<file path="config.mk">
export PLATFORM = sky130hd
export DESIGN_NAME = cfd_top
export DESIGN_NICKNAME = d
export VERILOG_FILES = /design/src/cfd_pkg.sv /design/src/cfd_sync.sv /design/src/cfd_delay.sv /design/src/cfd_top.sv
export SDC_FILE = /design/constraint.sdc
export NUM_CORES = 1
export LEC_CHECK = 0
export ABC_CLOCK_PERIOD_IN_PS = 12800
export BUFFER_PORTS_ARGS = -buffer_cell sky130_fd_sc_hd__buf_2
export CORE_MARGIN = 2
export CORE_UTILIZATION = 50
export CTS_CLUSTER_DIAMETER = 40
export DETAILED_ROUTE_END_ITERATION = 16
export PLACE_DENSITY = 0.68
export SLEW_MARGIN = 20
export SYNTH_ARGS = -nofsm -noshare
export SYNTH_HDL_FRONTEND = slang
export SYNTH_SLANG_ARGS = --single-unit
</file>
<file path="constraint.sdc">
create_clock -name sys_clk_i -period 12.8 [get_ports sys_clk_i]
set_input_delay 1.92 -clock sys_clk_i [delete_from_list [all_inputs] [get_ports sys_clk_i]]
set_output_delay 1.92 -clock sys_clk_i [all_outputs]
set_load 0.02 [all_outputs]
</file>
<file path="src/cfd_pkg.sv">
// How it works
// [RULE1] sustained over load trips channel after delay
// [RULE2] tripped channel stays off until flag cleared
// [RULE3] over temperature sets fault, switches channel off
// [RULE4] protection outcome latched in per-channel fault flag
// [RULE5] off channel latches open load after delay
// [RULE6] open-load flag kept apart from fault flag
// [RULE7] standby clears fault and open-load flags
// [RULE8] flags stay latched until standby is programmed
// [RULE9] no open-load detection while channel is on
// [RULE10] no open-load detection while in standby
// [RULE11] floating direct input reads low, channel off
// [RULE12] after reset all channels inactive, idle
// [RULE13] controller holds reset low at least 50 us
// [RULE14] device operational within 200 us after reset
// [RULE15] open-load delay lies within 30 to 200 us
// [RULE16] mode code 00 is standby, off, cleared
// [RULE17] over-load timer restarts when over current drops
package cfd_pkg;

   // ****************************************************************
   // sizes and clock
   // ****************************************************************
   localparam int CFD_CHANNELS = 8;
   localparam int CFD_DIRECT = 4;
   localparam int CFD_CLK_MHZ = 200; // cycles per microsecond

   // ****************************************************************
   // timing, in microseconds, and derived cycle counts
   // ****************************************************************
   localparam int CFD_OVL_MIN_US = 3;
   localparam int CFD_OVL_MAX_US = 50;
   localparam int CFD_OVL_DELAY_US = 10; // inside the allowed window
   localparam int CFD_OVL_CYCLES = CFD_OVL_DELAY_US * CFD_CLK_MHZ;
   localparam int CFD_OL_MIN_US = 30;
   localparam int CFD_OL_MAX_US = 200;
   localparam int CFD_OL_DELAY_US = 100; // inside the allowed window
   localparam int CFD_OL_CYCLES = CFD_OL_DELAY_US * CFD_CLK_MHZ;
   localparam int CFD_RESET_LOW_US = 50;
   localparam int CFD_WAKEUP_US = 200;
   localparam int CFD_WAKEUP_CYCLES = CFD_WAKEUP_US * CFD_CLK_MHZ;

   // ****************************************************************
   // channel mode codes, two bits per channel
   // ****************************************************************
   localparam int CFD_MODE_W = 2;
   typedef enum logic [CFD_MODE_W-1:0] {
      CFD_MODE_STANDBY = 2'h0,
      CFD_MODE_DIRECT = 2'h1,
      CFD_MODE_ON = 2'h2,
      CFD_MODE_OFF = 2'h3
   } cfd_mode_type;

   // ****************************************************************
   // latched diagnosis flags, one pair per channel
   // ****************************************************************
   typedef struct packed {
      logic [CFD_CHANNELS-1:0] channel_fault_flag;
      logic [CFD_CHANNELS-1:0] open_load_flag;
   } cfd_diag_type;

   // wake-up sequencing after reset
   typedef enum {CFD_WAKING, CFD_READY} cfd_wake_type;

endpackage

</file>
<file path="src/cfd_sync.sv">
`timescale 1ns/1ps
module cfd_sync
#(
   parameter int WIDTH = 1
)
(
   input wire logic sys_clk_i,
   input wire logic rst_n_i,
   input wire logic [WIDTH-1:0] pin_i,
   output logic [WIDTH-1:0] level_o
);

   logic [WIDTH-1:0] s1_r;
   logic [WIDTH-1:0] s2_r;
   logic [WIDTH-1:0] s3_r;
   logic [WIDTH-1:0] level_r;
   logic [WIDTH-1:0] level_nxt;
   logic [WIDTH-1:0] differ;

   // a bit changes only once the second and third stage agree
   always_comb
   begin
      differ = s2_r ^ s3_r;
      level_nxt = (level_r & differ) | (s3_r & ~differ);
   end

   // three stage chain, cleared low so a floating pin reads low
   always_ff @(posedge sys_clk_i or negedge rst_n_i)
   begin
      if (!rst_n_i)
      begin
         s1_r <= '0;
         s2_r <= '0;
         s3_r <= '0;
         level_r <= '0;
      end
      else
      begin
         s1_r <= pin_i;
         s2_r <= s1_r;
         s3_r <= s2_r;
         level_r <= level_nxt;
      end
   end

   assign level_o = level_r;

endmodule // cfd_sync

</file>
<file path="src/cfd_delay.sv">
`timescale 1ns/1ps
module cfd_delay
#(
   parameter int CYCLES = 2000
)
(
   input wire logic sys_clk_i,
   input wire logic rst_n_i,
   input wire logic cond_i,
   output logic expired_o
);

   localparam int W = $clog2(CYCLES + 1);
   localparam logic [W-1:0] LAST = W'(CYCLES);
   localparam logic [W-1:0] STEP = W'(1);

   logic [W-1:0] count_r;
   logic [W-1:0] count_nxt;

   // counts while the condition holds, restarts as soon as it drops
   always_comb
   begin
      if (!cond_i)
         count_nxt = '0;
      else if (count_r == LAST)
         count_nxt = count_r;
      else
         count_nxt = count_r + STEP;
   end

   always_ff @(posedge sys_clk_i or negedge rst_n_i)
   begin
      if (!rst_n_i)
         count_r <= '0;
      else
         count_r <= count_nxt;
   end

   // high once the condition has stood for CYCLES cycles
   assign expired_o = cond_i && (count_r == LAST);

endmodule // cfd_delay

</file>
<file path="src/cfd_top.sv">
`timescale 1ns/1ps
module cfd_top
#(
   parameter int OVL_CYCLES = cfd_pkg::CFD_OVL_CYCLES,
   parameter int OL_CYCLES = cfd_pkg::CFD_OL_CYCLES,
   parameter int WAKEUP_CYCLES = cfd_pkg::CFD_WAKEUP_CYCLES
)
(
   input wire logic sys_clk_i,
   input wire logic arst_n_i,
   input wire logic [2*cfd_pkg::CFD_CHANNELS-1:0] channel_mode_i,
   input wire logic [cfd_pkg::CFD_DIRECT-1:0] direct_channel_input_i,
   input wire logic limp_home_input_i,
   input wire logic [cfd_pkg::CFD_CHANNELS-1:0] overload_i,
   input wire logic [cfd_pkg::CFD_CHANNELS-1:0] overtemp_i,
   input wire logic [cfd_pkg::CFD_CHANNELS-1:0] output_low_i,
   output logic [cfd_pkg::CFD_CHANNELS-1:0] channel_on_o,
   output logic [cfd_pkg::CFD_CHANNELS-1:0] diag_current_en_o,
   output cfd_pkg::cfd_diag_type diag_o,
   output logic ready_o
);
   import cfd_pkg::*;

   localparam int NCH = CFD_CHANNELS;
   localparam int PINS = 3 * NCH + CFD_DIRECT + 1;
   localparam int RST_STAGES = 2; // reset release takes two of the cycles
   localparam int WW = $clog2(WAKEUP_CYCLES + 1);
   // ready exactly WAKEUP_CYCLES edges after the reset pin lets go
   localparam logic [WW-1:0] WAKE_LAST =
      WW'(WAKEUP_CYCLES - RST_STAGES - 1);
   localparam logic [WW-1:0] WAKE_STEP = WW'(1);

   // ****************************************************************
   // reset release
   // ****************************************************************
   logic rst_meta_r;
   logic rst_n_r;

   // reset pin enters asynchronously, leaves in step
   always_ff @(posedge sys_clk_i or negedge arst_n_i)
   begin
      if (!arst_n_i)
      begin
         rst_meta_r <= 1'b0;
         rst_n_r <= 1'b0;
      end
      else
      begin
         rst_meta_r <= 1'b1;
         rst_n_r <= rst_meta_r;
      end
   end

   // ****************************************************************
   // pin inputs
   // ****************************************************************
   logic [PINS-1:0] pins_s;
   logic [NCH-1:0] ovl_s;
   logic [NCH-1:0] ot_s;
   logic [NCH-1:0] low_s;
   logic [CFD_DIRECT-1:0] dir_s;
   logic limp_s;

   // all analog indications and pins cross through one chain
   cfd_sync #(.WIDTH(PINS)) u_sync
   (
      .sys_clk_i(sys_clk_i),
      .rst_n_i(rst_n_r),
      .pin_i({limp_home_input_i, direct_channel_input_i,
              output_low_i, overtemp_i, overload_i}),
      .level_o(pins_s)
   );

   // unpack synchronised pins; open pins settle low
   assign ovl_s = pins_s[NCH-1:0];
   assign ot_s = pins_s[2*NCH-1:NCH];
   assign low_s = pins_s[3*NCH-1:2*NCH];
   assign dir_s = pins_s[3*NCH+CFD_DIRECT-1:3*NCH]; // RULE11
   assign limp_s = pins_s[PINS-1];

   // ****************************************************************
   // wake-up after reset
   // ****************************************************************
   cfd_wake_type wake_r;
   cfd_wake_type wake_nxt;
   logic [WW-1:0] wake_cnt_r;
   logic [WW-1:0] wake_cnt_nxt;
   logic ready;

   // channels are held inactive until the wake-up count runs out
   always_comb
   begin
      wake_nxt = wake_r;
      wake_cnt_nxt = wake_cnt_r;
      unique case (wake_r)
         CFD_WAKING:
         begin
            if (wake_cnt_r == WAKE_LAST)
               wake_nxt = CFD_READY; // RULE14
            else
               wake_cnt_nxt = wake_cnt_r + WAKE_STEP;
         end
         CFD_READY:
         begin
            wake_cnt_nxt = wake_cnt_r;
         end
      endcase
   end

   always_ff @(posedge sys_clk_i or negedge rst_n_r)
   begin
      if (!rst_n_r)
      begin
         wake_r <= CFD_WAKING;
         wake_cnt_r <= '0;
      end
      else
      begin
         wake_r <= wake_nxt;
         wake_cnt_r <= wake_cnt_nxt;
      end
   end

   assign ready = (wake_r == CFD_READY);
   assign ready_o = ready;

   // ****************************************************************
   // per-channel delay timers
   // ****************************************************************
   logic [NCH-1:0] ovl_cond;
   logic [NCH-1:0] ovl_exp;
   logic [NCH-1:0] ol_cond;
   logic [NCH-1:0] ol_exp;

   // one over-load and one open-load timer for every channel
   for (genvar g = 0; g < NCH; g++)
   begin : g_timer
      cfd_delay #(.CYCLES(OVL_CYCLES)) u_ovl
      (
         .sys_clk_i(sys_clk_i),
         .rst_n_i(rst_n_r),
         .cond_i(ovl_cond[g]),
         .expired_o(ovl_exp[g])
      );
      cfd_delay #(.CYCLES(OL_CYCLES)) u_ol
      (
         .sys_clk_i(sys_clk_i),
         .rst_n_i(rst_n_r),
         .cond_i(ol_cond[g]),
         .expired_o(ol_exp[g])
      );
   end

   // ****************************************************************
   // channel control and flags
   // ****************************************************************
   logic [NCH-1:0] on_r;
   logic [NCH-1:0] on_nxt;
   logic [NCH-1:0] fault_r;
   logic [NCH-1:0] fault_nxt;
   logic [NCH-1:0] ol_r;
   logic [NCH-1:0] ol_nxt;
   logic [NCH-1:0] diag_en_r;
   logic [NCH-1:0] diag_en_nxt;

   // mode field of one channel
   function automatic cfd_mode_type mode_of
   (
      input logic [2*CFD_CHANNELS-1:0] modes,
      input int ch
   );
      mode_of = cfd_mode_type'(modes[CFD_MODE_W*ch +: CFD_MODE_W]);
   endfunction

   // switching, protection and diagnosis for every channel
   always_comb
   begin
      cfd_mode_type m;
      logic dir;
      logic stb;
      logic req;
      logic trip;
      m = CFD_MODE_OFF;
      dir = 1'b0;
      stb = 1'b0;
      req = 1'b0;
      trip = 1'b0;
      for (int i = 0; i < NCH; i++)
      begin
         m = mode_of(channel_mode_i, i);
         dir = dir_s[i % CFD_DIRECT];
         stb = ready && !limp_s && (m == CFD_MODE_STANDBY); // RULE16
         // limp home hands the channel to its direct input
         if (limp_s)
            req = ready && dir;
         else
            req = ready && ((m == CFD_MODE_ON) ||
                            ((m == CFD_MODE_DIRECT) && dir));
         // timer runs only while on and over current stays
         ovl_cond[i] = on_r[i] && ovl_s[i]; // RULE17
         trip = ovl_exp[i] || ot_s[i]; // RULE1 RULE3
         // set wins over a clear in the same cycle
         fault_nxt[i] = (fault_r[i] && !stb) || (ready && trip); // RULE4 RULE7 RULE8
         // off state only, diagnosis disabled in standby and on
         ol_cond[i] = ready && !on_r[i] && !req && !stb && low_s[i]; // RULE5 RULE9 RULE10 RULE15
         ol_nxt[i] = (ol_r[i] && !stb) || ol_exp[i]; // RULE6 RULE7 RULE8
         // tripped channel stays off until its flag is cleared
         on_nxt[i] = req && !fault_r[i] && !trip; // RULE1 RULE2 RULE3
         diag_en_nxt[i] = ready && !stb && !on_nxt[i];
      end
   end

   // all channels off and flags clear until reset is gone
   always_ff @(posedge sys_clk_i or negedge rst_n_r)
   begin
      if (!rst_n_r)
      begin
         on_r <= '0; // RULE12
         fault_r <= '0;
         ol_r <= '0;
         diag_en_r <= '0;
      end
      else
      begin
         on_r <= on_nxt;
         fault_r <= fault_nxt;
         ol_r <= ol_nxt;
         diag_en_r <= diag_en_nxt;
      end
   end

   // ****************************************************************
   // outputs
   // ****************************************************************
   assign channel_on_o = on_r;
   assign diag_current_en_o = diag_en_r;
   assign diag_o.channel_fault_flag = fault_r;
   assign diag_o.open_load_flag = ol_r;

endmodule // cfd_top

</file>
Word-level counts from Yosys, hierarchy flattened
Index checks and enable logic that the tools add are counted.
- bits in registers: 375
- input bits: 47
- logic and storage cells: 376
- add/subtract/negate cells: 17
- eq/ne operators: 50
- muxes and demuxes: 42
- bitwise operators: 6
- reductions and logical operators: 233
- operator list (operator ; number):
    15-bit 2-to-1 mux ; 16
    11-bit 2-to-1 mux ; 16
    1-bit logical AND ; 141
    15-bit by 1-bit adder with 15-bit output, second input constant ; 8
    15-bit equality test, second input constant ; 8
    11-bit by 1-bit adder with 11-bit output, second input constant ; 8
    11-bit equality test, second input constant ; 8
    29-bit bitwise AND ; 2
    1-bit zero test ; 49
    2-bit != test, second input constant ; 17
    32-bit zero test ; 1
    1-bit logical OR ; 32
    16-bit 2-to-1 mux ; 2
    29-bit NOT ; 1
    29-bit OR ; 1
    29-bit XOR ; 1
    16-bit by 1-bit adder with 16-bit output, second input constant ; 1
    16-bit equality test, second input constant ; 1
    2-bit by 1-bit equality test with 1-bit output, second input constant ; 8
    2-bit equality test, second input constant ; 8
    2-bit zero test ; 8
    1-bit 2-to-1 mux ; 8
    2-bit AND reduction ; 2
    1-bit NOT ; 1

Longest topological paths before layout
- depth after elaboration: 11
- depth in mapped cells: 7
- mapped depth without buffers: 6

Modules after synthesis
Synthesis repeated with hierarchy kept, for this count alone.
- cell total of the unflattened synthesis: 1505
- area, all modules: 16681.0 um^2
- modules (own cells, without submodules) (module ; times used ; cells each ; area each (um^2)):
    cfd_delay (g_timer[0].u_ol ...) ; 8 ; 80 ; 785.8
    cfd_delay (g_timer[0].u_ovl ...) ; 8 ; 60 ; 591.8
    cfd_sync ; 1 ; 145 ; 3229.3
    cfd_top ; 1 ; 240 ; 2431.1

Worst setup path after synthesis
No wires, ideal clock.
- path kind: in2reg
- start: in channel_mode_i[13] in the netlist's numbering
- end: reg g_timer[6].u_ol.count_r[9]
- data arrival time: 2.875 ns
- path slack: 9.859 ns
- stages on the path: 4
- path buffers: 0
- cells stage by stage: nand2b_1 > a211o_1 > or4_1 > nand2_1
- longest elaborated chain between the ends: 10
- elaborated cells between the ends (all ways): 15
- those cells by class: eq/ne: 3; mux: 2; reduce/logical: 10
- RTL lines (element ; RTL line ; RTL):
    from (decl) ; cfd_top.sv:11 ; input wire logic [2*cfd_pkg::CFD_CHANNELS-1:0] channel_mode_i,
    2-bit by 1-bit equality test with 1-bit output ; cfd_top.sv:198 ; ((m == CFD_MODE_DIRECT) && dir));
    1-bit logical AND ; cfd_top.sv:198 ;
    1-bit logical OR ; cfd_top.sv:197 ; req = ready && ((m == CFD_MODE_ON) ||
    1-bit logical AND ; cfd_top.sv:197 ;
    1-bit 2-to-1 mux ; cfd_top.sv:194 ; if (limp_s)
    1-bit zero test ; cfd_top.sv:205 ; ol_cond[i] = ready && !on_r[i] && !req && !stb && low_s[i];
    1-bit logical AND ; cfd_top.sv:205 ;
    1-bit logical AND (*) (2 in series) ; cfd_top.sv:205 ;
    2-bit != test (no line) or 15-bit 2-to-1 mux (tied branches) ; -- ;
    to (signal assigned) ; cfd_delay.sv:36 ; count_r <= count_nxt;
    to (decl) ; cfd_delay.sv:17 ; logic [W-1:0] count_r;
Every way passes the cells marked *; elsewhere a longest branch is shown, timed or not.
A chain may end at the register's enable or synchronous reset.

Final worst setup path
- start: reg on_r[4], in the netlist channel_on_o[4]
- end: out channel_on_o[4] in the netlist's numbering
- RTL lines (element ; RTL line ; RTL):
    from (decl) ; cfd_top.sv:157 ; logic [NCH-1:0] on_r;
    from (signal assigned) ; cfd_top.sv:225 ; on_r <= on_nxt;
    to (decl) ; cfd_top.sv:17 ; output logic [cfd_pkg::CFD_CHANNELS-1:0] channel_on_o,
No word-level cell between the ends.

==> metrics.log <==
INFO  metric status = finished, final reports clean
INFO  metric yosysMostFrequentCell = sky130_fd_sc_hd__dfrtp_1
INFO  metric drt-initial-drc-count = 580
INFO  metric io_pins = 80
INFO  metric cts-root-to-sink-buffers = 3
INFO  metric grt_max_degree = 159
INFO  metric detailedPlace.worstSlack = 9.46 ns
INFO  metric cts.repair_timing.setup_buffer_count = 0
INFO  metric cp.arrival = 1.21 ns
INFO  metric worst_slew_margin_rel = 24.2%
INFO  metric setup_violations = 0
INFO  metric post-place-cells = 1954
INFO  metric path_class = register to primary output
INFO  metric finish.net_count = 1651
INFO  metric gr-total-overflow = 0
INFO  metric routed-via-count = 10900
INFO  metric leakage_power_total = 7.73 nW
INFO  metric port_buffers = 79
INFO  metric critical_path.max_fanout = 5
INFO  metric detailedPlacementHpwl = 19900 µm
INFO  metric clkTransAtPathRegs = 0.06 ns
INFO  metric ys.flop_type = sky130_fd_sc_hd__dfrtp_1
INFO  metric critical_path_required = 10.88 ns
INFO  metric fp.coreArea = 31800 µm²
INFO  metric timing_worst_slew_pin_value = 1.14 ns
INFO  metric asyncSetResetFlopFracSynth = 100%
INFO  metric ys_seq_elements = 375
INFO  metric first_global_vias = 10800
INFO  metric syn-mean-instance-area = 11.1 µm²
INFO  metric finalWeightedCongestion = 0.800
INFO  metric rsz0062_at_grt = no
INFO  metric cp-end-kind = primary output
INFO  metric yosys_synthesis_warning_count = 0
INFO  metric antenna_violating_nets_post_route = 0
INFO  metric clock_latency_late_sink = 0.56 ns
INFO  metric synth_area_leaders = sky130_fd_sc_hd__dfrtp_1 (58%), sky130_fd_sc_hd__xor2_1 (5.0%), sky130_fd_sc_hd__xnor2_1 (4.5%), sky130_fd_sc_hd__nor2_1 (4.5%), sky130_fd_sc_hd__ha_1 (2.6%)
INFO  metric hold_ws = 0.347 ns
INFO  metric area_growth_syn_to_layout = 15.9%
INFO  metric fin_crit = 3.13 ns
INFO  metric setup.worst_path.start_class = register
INFO  metric post_syn_nets = 1548
INFO  metric clock-sinks = 375
INFO  metric fmax = 320 MHz
INFO  metric postLayoutCellArea = 18800 µm²
INFO  metric avg_wl_per_cell = 14.9 µm
INFO  metric final.setup_skew = 0.0263 ns
INFO  metric crit_chain = buf_2
INFO  metric cts_root_buffer = sky130_fd_sc_hd__clkbuf_16
INFO  metric cts_repair_resize_count = 0
INFO  metric initial_core_util = 51.0%
INFO  metric synthTopCellsByCount = sky130_fd_sc_hd__dfrtp_1 (375), sky130_fd_sc_hd__nor2_1 (193), sky130_fd_sc_hd__xor2_1 (93)
INFO  metric pwr_density_cell = 141 nW/µm²
INFO  metric dieArea = 33900 µm²
INFO  metric vdd_ir_drop_max = 121 µV
INFO  metric critical_path.n_buffers_inverters = 1
INFO  metric slowest_delay = 0.45 ns
INFO  metric number_of_synthesized_flops_with_an_enable_pin = 0
INFO  metric netlist.top_cell.by_area = sky130_fd_sc_hd__dfrtp_1
INFO  metric grt_util_all_layers = 18.9%
INFO  metric max-cap-violations = 0
INFO  metric layout_worst_path_cycle_share = 24.4%
INFO  metric layout.cells.non_filler = 2045
INFO  metric floorplan.rows = 65
INFO  metric critical-path-slowest-cell = sky130_fd_sc_hd__dfrtp_1
INFO  metric r2r_slack = 10.21 ns
INFO  metric combined_area_of_all_synthesized_cells = 16200 µm²
INFO  metric detail_route.first_pass.iterations = 4
INFO  metric chipWidth = 184 µm
INFO  metric yosysSeqAreaShare = 57.8%
INFO  metric final.setup.tns = 0 ns
INFO  metric postCtsHoldBufs = 0
INFO  metric post-synth-top-area-fraction = 57.8%
INFO  metric tritoncts_buffer_count = 49
INFO  metric placed_cell_area = 17100 µm²
INFO  metric final_antenna_diode_count = 0
INFO  metric unique_masters_post_synth = 53
INFO  metric timing.final.max_slew_violations = 0
INFO  metric report.final.hold_viol_count = 0
INFO  metric synthCells = 1467
INFO  metric clock_tree.htree_level_count = 2
INFO  metric cts_tree = built
INFO  metric fillerInstances = 2593
INFO  metric drive_gt1_share = 11.6%
INFO  metric final.setup.worst_slack = 9.67 ns
INFO  metric via_to_cell_ratio = 5.31
INFO  metric die_y_extent = 184 µm
INFO  metric timing.critical_path.max_delay_family = flip-flops
INFO  metric grt_pass1_wl = 52600 µm
INFO  metric drt-total-wl = 30500 µm
INFO  metric hold_path.class = register to register
INFO  metric initial_antenna_violation_count = 0
INFO  metric drc_errors = 0
==> report_power, final <==
part | internal [mW] | leakage, nW | switching, mW
logic | 0.0183 | 1.97 | 0.0354
registers | 1.21 | 4.93 | 0.0196
clock network | 0.848 | 0.830 | 0.528
==> worst paths after layout <==
check | startpoint | to | cells after the start
setup / recovery | channel_on_o[4]$_DFF_PN0_ | channel_on_o[4] | 1
hold / removal | u_sync.s1_r[5]$_DFF_PN0_ | u_sync.s2_r[5]$_DFF_PN0_ | 0
setup reg to reg | rst_n_r$_DFF_PN0_ | g_timer[2].u_ovl.count_r[6]$_DFFE_PN0N_ | 2
hold reg to reg | u_sync.s1_r[5]$_DFF_PN0_ | u_sync.s2_r[5]$_DFF_PN0_ | 0
max in group asynchronous | rst_n_r$_DFF_PN0_ | g_timer[2].u_ovl.count_r[6]$_DFFE_PN0N_ | 2
min in group asynchronous | rst_n_r$_DFF_PN0_ | u_sync.s1_r[17]$_DFF_PN0_ | 0
==> state kept, by name (all words and copies together), names as in the netlist, named ones only <==
signal,cells
g_timer.u_ol.count_r,120
g_timer.u_ovl.count_r,88
u_sync.s1_r,29
u_sync.s2_r,29
u_sync.s3_r,29
wake_cnt_r,16
channel_on_o,8
diag_current_en_o,8
fault_r,8
ol_r,8
rst_meta_r,1
rst_n_r,1
wake_r,1
==> cells in the final DEF (no fill, tap or decap), types with 34 or more instances in the layout <==
cell	synthesis	routed
sky130_fd_sc_hd__dfrtp_1	375	374
sky130_fd_sc_hd__inv_1	49	49
sky130_fd_sc_hd__nor2_1	193	193
sky130_fd_sc_hd__ha_1	34	34
sky130_fd_sc_hd__nand4_1	67	67
sky130_fd_sc_hd__xnor2_1	84	84
sky130_fd_sc_hd__clkbuf_16	0	49
sky130_fd_sc_hd__nor3_1	43	43
sky130_fd_sc_hd__nand3_1	64	64
sky130_fd_sc_hd__xor2_1	93	93
sky130_fd_sc_hd__o21ai_0	41	41
sky130_fd_sc_hd__buf_2	1	79
sky130_fd_sc_hd__nand2_1	76	76
==> cell type report <==
class	count	area (µm²)	area share, %
Clock buffer	59	1310	6.98
Clock inverter	32	379	2.02
Inverter	49	184	0.978
Tap cell	435	544	2.89
Sequential cell	375	9390	49.9
Multi-Input combinational cell	1008	6540	34.7
Timing Repair Buffer	87	468	2.49
==> metal layers <==
layer  GRT usage (%)  up-vias  wire [µm]
met4            5.09        0        515
met5               0        -          0
li1                -     5336          -
met1            26.7     5334      14500
met3            3.32       41       1060
met2            30.5      145      14400
==> kinds of logic after synthesis <==
| logic type | share of synthesized area (%) |
|---|---|
| DFF | 57.8 |
| xor gates and xnor gates | 9.55 |
| and+or+nand+nor | 20.4 |
| adders and majority gates | 4.41 |
| muxes | 1.11 |
| buffers and inverters | 1.95 |
| AOI/OAI and AO/OA | 4.77 |
| other | 0.0231 |
==> stage by stage <==
stage	power, mW	util (%)
final	2.66	59.2
after global routing	2.77	59.2
after floorplan	1.28	-
after CTS	2.70	59.2
after global placement	1.31	53.8
after detailed placement	1.31	53.8
Note: power is estimated with default switching activity, not from simulation.
